### config.mk
export PLATFORM = sky130hd
export DESIGN_NAME = adc_output_ctrl
export DESIGN_NICKNAME = d
export VERILOG_FILES = /design/src/common/adc_ctrl_pkg.sv /design/src/rtl/adc_output_ctrl.sv /design/src/rtl/word_fifo.sv
export SDC_FILE = /design/constraint.sdc
export NUM_CORES = 1
export LEC_CHECK = 0
export BUFFER_PORTS_ARGS = -buffer_cell sky130_fd_sc_hd__buf_2
export CELL_PAD_IN_SITES_DETAIL_PLACEMENT = 0
export CELL_PAD_IN_SITES_GLOBAL_PLACEMENT = 2
export CORE_ASPECT_RATIO = 0.9
export CORE_UTILIZATION = 45
export CTS_CLUSTER_SIZE = 28
export DETAILED_ROUTE_END_ITERATION = 12
export HOLD_SLACK_MARGIN = 0.06
export PLACE_DENSITY = 0.87
export SYNTH_ARGS = -nofsm -noshare
export SYNTH_HDL_FRONTEND = slang
export SYNTH_SLANG_ARGS = --single-unit
### constraint.sdc
create_clock -name sys_clk_i -period 2.65 [get_ports sys_clk_i]
set_input_delay 0.1325 -clock sys_clk_i [delete_from_list [all_inputs] [get_ports sys_clk_i]]
set_output_delay 0.1325 -clock sys_clk_i [all_outputs]
set_load 0.02 [all_outputs]
### src/common/adc_ctrl_pkg.sv
package adc_ctrl_pkg;

  localparam int unsigned CODE_W       = 12;
  localparam int unsigned PIPE_DEPTH   = 4;
  localparam int unsigned FIFO_DEPTH   = 4;
  localparam int unsigned CLK_PERIOD_PS = 20000;
  localparam int unsigned RECOVERY_NS  = 300;
  // Least time, so round up
  localparam int unsigned RECOVERY_CYC =
    (RECOVERY_NS * 1000 + CLK_PERIOD_PS - 1) / CLK_PERIOD_PS;
  localparam int unsigned REC_CNT_W    = $clog2(RECOVERY_CYC + 1);
  localparam logic [REC_CNT_W-1:0] REC_LOAD = REC_CNT_W'(RECOVERY_CYC);
  localparam logic [REC_CNT_W-1:0] REC_DONE = '0;
  localparam logic [CODE_W-1:0]    CODE_RST = 12'h000;

  typedef struct packed {
    logic              vld;
    logic [CODE_W-1:0] code;
  } sample_word_t;

endpackage : adc_ctrl_pkg

### src/rtl/adc_output_ctrl.sv
`timescale 1ns/1ps
module adc_output_ctrl #(
  parameter int unsigned LATENCY = adc_ctrl_pkg::PIPE_DEPTH,
  parameter int unsigned FDEPTH  = adc_ctrl_pkg::FIFO_DEPTH
) (
  // Conversion clock and reset
  input  wire logic                            sys_clk_i,
  input  wire logic                            rst_n_i,
  // Control pins
  input  wire logic                            out_en_n_i,
  input  wire logic                            power_down_ctrl_i,
  // Quantiser result, two's complement
  input  wire logic [adc_ctrl_pkg::CODE_W-1:0] sample_i,
  // Data pins
  output logic      [adc_ctrl_pkg::CODE_W-1:0] data_o,
  output logic                                 data_oe_n_o,
  output logic                                 data_valid_o,
  output logic                                 fifo_ready_o
);

  localparam int unsigned W = adc_ctrl_pkg::CODE_W;

  adc_ctrl_pkg::sample_word_t pipe_r [LATENCY];
  adc_ctrl_pkg::sample_word_t fifo_out;
  logic [adc_ctrl_pkg::REC_CNT_W-1:0] rec_cnt_r;
  logic [W-1:0] data_r;
  logic         vld_r;
  logic         sample_ok;
  logic         fifo_vld;
  logic         drain_rdy;
  logic [W-1:0] ob_code;

  // Two's complement to offset binary is an MSB flip
  assign ob_code = {~sample_i[W-1], sample_i[W-2:0]};

  // Recovery window reloads every power-down cycle
  always_ff @(posedge sys_clk_i or negedge rst_n_i) begin
    if (!rst_n_i) begin
      rec_cnt_r <= adc_ctrl_pkg::REC_DONE;
    end else if (power_down_ctrl_i) begin
      rec_cnt_r <= adc_ctrl_pkg::REC_LOAD;
    end else if (rec_cnt_r != adc_ctrl_pkg::REC_DONE) begin
      rec_cnt_r <= rec_cnt_r - 1'b1;
    end
  end

  assign sample_ok = !power_down_ctrl_i && (rec_cnt_r == adc_ctrl_pkg::REC_DONE);

  // One sample enters every cycle, enable level plays no part
  always_ff @(posedge sys_clk_i or negedge rst_n_i) begin
    if (!rst_n_i) begin
      for (int i = 0; i < LATENCY; i++) begin
        pipe_r[i] <= '0;
      end
    end else begin
      pipe_r[0] <= '{vld: sample_ok, code: ob_code};
      for (int i = 1; i < LATENCY; i++) begin
        pipe_r[i] <= '{vld: pipe_r[i-1].vld && !power_down_ctrl_i,
                       code: pipe_r[i-1].code};
      end
    end
  end

  // Drains every cycle outside power-down so latency stays fixed; words hidden by the enable are lost
  assign drain_rdy = !power_down_ctrl_i;

  word_fifo #(
    .WIDTH ($bits(adc_ctrl_pkg::sample_word_t)),
    .DEPTH (FDEPTH)
  ) word_fifo_i (
    .sys_clk_i   (sys_clk_i),
    .rst_n_i     (rst_n_i),
    .flush_i     (power_down_ctrl_i),
    .in_valid_i  (pipe_r[LATENCY-1].vld),
    .in_ready_o  (fifo_ready_o),
    .in_data_i   (pipe_r[LATENCY-1]),
    .out_valid_o (fifo_vld),
    .out_ready_i (drain_rdy),
    .out_data_o  (fifo_out)
  );

  // Output register; cleared in power-down where pins carry nothing
  always_ff @(posedge sys_clk_i or negedge rst_n_i) begin
    if (!rst_n_i) begin
      data_r <= adc_ctrl_pkg::CODE_RST;
      vld_r  <= 1'b0;
    end else if (power_down_ctrl_i) begin
      data_r <= adc_ctrl_pkg::CODE_RST;
      vld_r  <= 1'b0;
    end else begin
      vld_r <= fifo_vld && drain_rdy;
      if (fifo_vld && drain_rdy) begin
        data_r <= fifo_out.code;
      end
    end
  end

  assign data_o       = data_r;
  assign data_oe_n_o  = out_en_n_i;
  assign data_valid_o = vld_r && !out_en_n_i && !power_down_ctrl_i;

  // Checking helpers
  localparam int unsigned LAT_TOT = LATENCY + 2;
  localparam logic [7:0] STEADY_MAX = 8'(LAT_TOT + 1);
  logic [7:0] steady_r;
  always_ff @(posedge sys_clk_i or negedge rst_n_i) begin
    if (!rst_n_i) begin
      steady_r <= '0;
    end else if (!sample_ok || out_en_n_i) begin
      steady_r <= '0;
    end else if (steady_r != STEADY_MAX) begin
      steady_r <= steady_r + 1'b1;
    end
  end

  // Cycles since power-down was last seen, saturating at the recovery length
  logic [adc_ctrl_pkg::REC_CNT_W-1:0] pd_low_r;
  always_ff @(posedge sys_clk_i or negedge rst_n_i) begin
    if (!rst_n_i) begin
      pd_low_r <= adc_ctrl_pkg::REC_LOAD;
    end else if (power_down_ctrl_i) begin
      pd_low_r <= '0;
    end else if (pd_low_r != adc_ctrl_pkg::REC_LOAD) begin
      pd_low_r <= pd_low_r + 1'b1;
    end
  end
endmodule : adc_output_ctrl

### src/rtl/word_fifo.sv
`timescale 1ns/1ps
module word_fifo #(
  parameter int unsigned WIDTH = 12,
  parameter int unsigned DEPTH = 4
) (
  // Clock and reset
  input  wire logic             sys_clk_i,
  input  wire logic             rst_n_i,
  input  wire logic             flush_i,
  // Fill side
  input  wire logic             in_valid_i,
  output logic                  in_ready_o,
  input  wire logic [WIDTH-1:0] in_data_i,
  // Drain side
  output logic                  out_valid_o,
  input  wire logic             out_ready_i,
  output logic      [WIDTH-1:0] out_data_o
);

  localparam int unsigned PW = (DEPTH > 1) ? $clog2(DEPTH) : 1;
  localparam logic [PW:0] FULL_LVL = (PW+1)'(DEPTH);
  localparam logic [PW-1:0] LAST_IDX = PW'(DEPTH - 1);

  logic [WIDTH-1:0] mem_r [DEPTH];
  logic [PW-1:0]    wr_ptr_r;
  logic [PW-1:0]    rd_ptr_r;
  logic [PW:0]      level_r;
  logic             push;
  logic             pop;

  assign in_ready_o  = (level_r != FULL_LVL);
  assign out_valid_o = (level_r != '0);
  assign out_data_o  = mem_r[rd_ptr_r];
  assign push        = in_valid_i && in_ready_o;
  assign pop         = out_valid_o && out_ready_i;

  always_ff @(posedge sys_clk_i) begin
    if (push) begin
      mem_r[wr_ptr_r] <= in_data_i;
    end
  end

  always_ff @(posedge sys_clk_i or negedge rst_n_i) begin
    if (!rst_n_i) begin
      wr_ptr_r <= '0;
      rd_ptr_r <= '0;
      level_r  <= '0;
    end else if (flush_i) begin
      wr_ptr_r <= '0;
      rd_ptr_r <= '0;
      level_r  <= '0;
    end else begin
      if (push) begin
        wr_ptr_r <= (wr_ptr_r == LAST_IDX) ? '0 : wr_ptr_r + 1'b1;
      end
      if (pop) begin
        rd_ptr_r <= (rd_ptr_r == LAST_IDX) ? '0 : rd_ptr_r + 1'b1;
      end
      if (push && !pop) begin
        level_r <= level_r + 1'b1;
      end else if (pop && !push) begin
        level_r <= level_r - 1'b1;
      end
    end
  end

endmodule : word_fifo

==> metrics.yaml <==
critical_path_arrival_ns: 2.51
cts_resized: 0
grt_overflow: 0
ys_async_sr_fraction_pct: 61.29
cts-root-buf: "clkbuf_8"
finalCriticalPeriod_ns: 2.134
cts.sinks: 124
drt-total-wl_um: 5890
chipWidth_um: 104.7
finalSetupTns_ns: 0
finalHoldWorstSlack_ns: 0.2622
ir_worst_vdd_mv: 0.3975
synth_area_per_cell_um2: 19.31
grt_pass1_wl_um: 9970
first_global_vias: 1979
place_hpwl_um: 3492
initial_core_util_pct: 46.56
setup_viol: 0
comb_power_share_pct: 10.9
synth_fp_nets: 245
synth_top_flop_cell: "dfrtp_1"
cpMostUsedCell: "nor3_1"
ios: 31
synth-seq-area-share_pct: 78.33
seqPwrFrac_pct: 46.5
grt_max_degree: 77
p_leak_nw: 2.144
powerDensity_nw_per_um2: 914.7
clock_latency_ns: 0.51
final_common_cell: "dfrtp_1"
final-max-slew-violation-count: 0
post_cts_buffers: 0
cts_buffers: 17
ys_seq_elements: 124
switching_share_pct: 25.06
clk_transition_reported_paths_ns: 0.06
drt_iter0_markers: 125
cts.htree.levels: 4
synth_cells: 221
tightest_slew_ns: 0.9201
die_h_um: 94.39
pwr-share-clk_pct: 42.6
yosysWarnings: 0
grt_usage_pct: 13.95
ctsLongestPathBuffers: 2
cp-start-kind: "flop"
mostFrequentLayoutCells: "dfrtp_1 (76), edfxtp_1 (48), buf_2 (29)"
holdBufCountCts: 14
first_pass_iters: 4
num_vias: 2000
ys_types: 36
max_freq_mhz: 468.5
path_buf_inv: 0
ant_nets: 0
diodes: 0
viasPerCell: 4.878
antenna_found_initial: 0
cp_slowest_cell: "dfrtp_1"
fp.coreArea_um2: 9166
cp_max_fo: 16
maxCapViolCount: 0
p_sw_mw: 1.188
placementRows: 33
hold_viol: 0
layout-drive-gt1-share_pct: 25.69
die-area_um2: 9878
hold_class: "in -> reg"
status: "completed"
p_int_mw: 3.552
cts_tree: "done"
gp_congestion: 0.6446
skew_ns: 0.005685
max_slew_margin_pct: 38.66
path_class: "reg -> reg"
synth_edf_count: 48
rsz0062_at_grt: "false"
cp-end-kind: "flop"
io_buffers: 30
finalCritPeriodShare_pct: 80.54
flow.area_growth_from_synthesis_pct: 21.43
synth_area_um2: 4268
nNetsFinal: 299
worstPathRequired_ns: 3.02
drc: 0
slowest_delay_ns: 0.52
wl_per_cell_um: 14.37
cp_top_family: "simple AND/OR/NAND/NOR gates"
crit_chain: "nor3_1 -> nor2_2 -> nor3_1 -> fa_1 -> nor3b_1 -> o22ai_1 -> a21oi_1"
[registers in the layout, summed over array words and instances, names as in the netlist]
register	cells
vld_r	1
word_fifo_i.level_r	3
word_fifo_i.rd_ptr_r	2
word_fifo_i.wr_ptr_r	2
data_o	12
pipe_r	52
word_fifo_i.mem_r	48
rec_cnt_r	4
[kinds of logic (layout without fill, tap and decap cells)]
kind of cell,Yosys count,after routing,synth area share (%)
flops,124,124,78.33
compound gates,28,28,4.867
simple gates,29,29,4.866
fa+ha+maj,8,8,2.521
xor+xnor,1,1,0.2053
buf+inv,19,86,2.521
mux,12,12,6.684
[power groups by stage]
| stage | combinational (mW) | sequential, mW | clock (mW) |
|---|---|---|---|
| after floorplan | 0.418 | 2.21 | 0 |
| after global placement | 0.500 | 2.23 | 0 |
| after detailed placement | 0.510 | 2.24 | 0 |
| after CTS | 0.526 | 2.21 | 2.07 |
| after global routing | 0.581 | 2.22 | 2.16 |
| final | 0.518 | 2.20 | 2.02 |
[per-stage QoR]
step	utilization, %	instances	total power, mW	setup WS, ns	cell area [µm²]
6_report	56.54	410	4.740	0.5157	5182
5_1_grt	56.54	410	4.964	0.2812	5182
3_5_place_dp	49.17	364	2.751	0.5438	4507
2_1_floorplan	-	221	2.633	0.6922	4268
3_3_place_gp	49.17	364	2.734	0.5850	4507
4_1_cts	56.54	410	4.800	0.5290	5182
[final timing paths]
kind,startpoint,to,slack [ns],cells after the start
max,word_fifo_i.level_r[1]$_DFFE_PN0P_,word_fifo_i.level_r[2]$_DFFE_PN0P_,0.52,7
min,sample_i[2],pipe_r[41]$_DFF_PN0_,0.26,2
max reg2reg,word_fifo_i.level_r[1]$_DFFE_PN0P_,word_fifo_i.level_r[2]$_DFFE_PN0P_,0.52,7
min reg2reg,pipe_r[49]$_DFF_PN0_,pipe_r[36]$_DFF_PN0_,0.34,0
max in group asynchronous,rst_n_i,pipe_r[17]$_DFF_PN0_,1.75,2
min in group asynchronous,rst_n_i,pipe_r[12]$_DFF_PN0_,0.31,2
[Yosys cell counts (2+ instances only)]
library cell / count / area share, %
dfrtp_1: 76 / 45
mux4_2: 8 / 4.2
a21oi_1: 5 / 0.59
or3_1: 2 / 0.29
nor2_1: 4 / 0.35
nor3_1: 4 / 0.47
buf_2: 4 / 0.47
and3_1: 4 / 0.59
clkbuf_1: 2 / 0.18
edfxtp_1: 48 / 34
ha_1: 7 / 2.1
o21ai_0: 4 / 0.47
a22o_1: 13 / 2.7
buf_4: 2 / 0.35
inv_1: 9 / 0.79
mux4_1: 4 / 2.5
nor2b_1: 3 / 0.44
nor3b_1: 4 / 0.70
[layer usage]
metal	track usage (%)	wire (µm)	share of wire [%]	vias to the layer above
met5	0	0	0	-
met4	9.742	121	2.1	0
met3	3.727	230	3.9	11
met2	20.70	2698	46	57
met1	18.18	2839	48	997
li1	-	-	-	935
[worst reg2reg max path: cells and delay by family (launching register included)]
kind / cells / cell delay [ns]
AND/OR/NAND/NOR: 4 / 0.89
AO/OA/AOI/OAI: 2 / 0.19
flip-flops: 1 / 0.52
adder cells (fa/ha/maj): 1 / 0.41
[area by class of cell]
cell class | count | area (µm²)
fill | 720 | 3984
sequential | 124 | 3343
multi-input combinational | 78 | 817.0
clock buffer | 20 | 446.7
timing repair buffer | 45 | 300.3
tap | 122 | 152.6
clock inverter | 12 | 88.84
inverter | 9 | 33.78
Power figures use the tool's default switching activity.
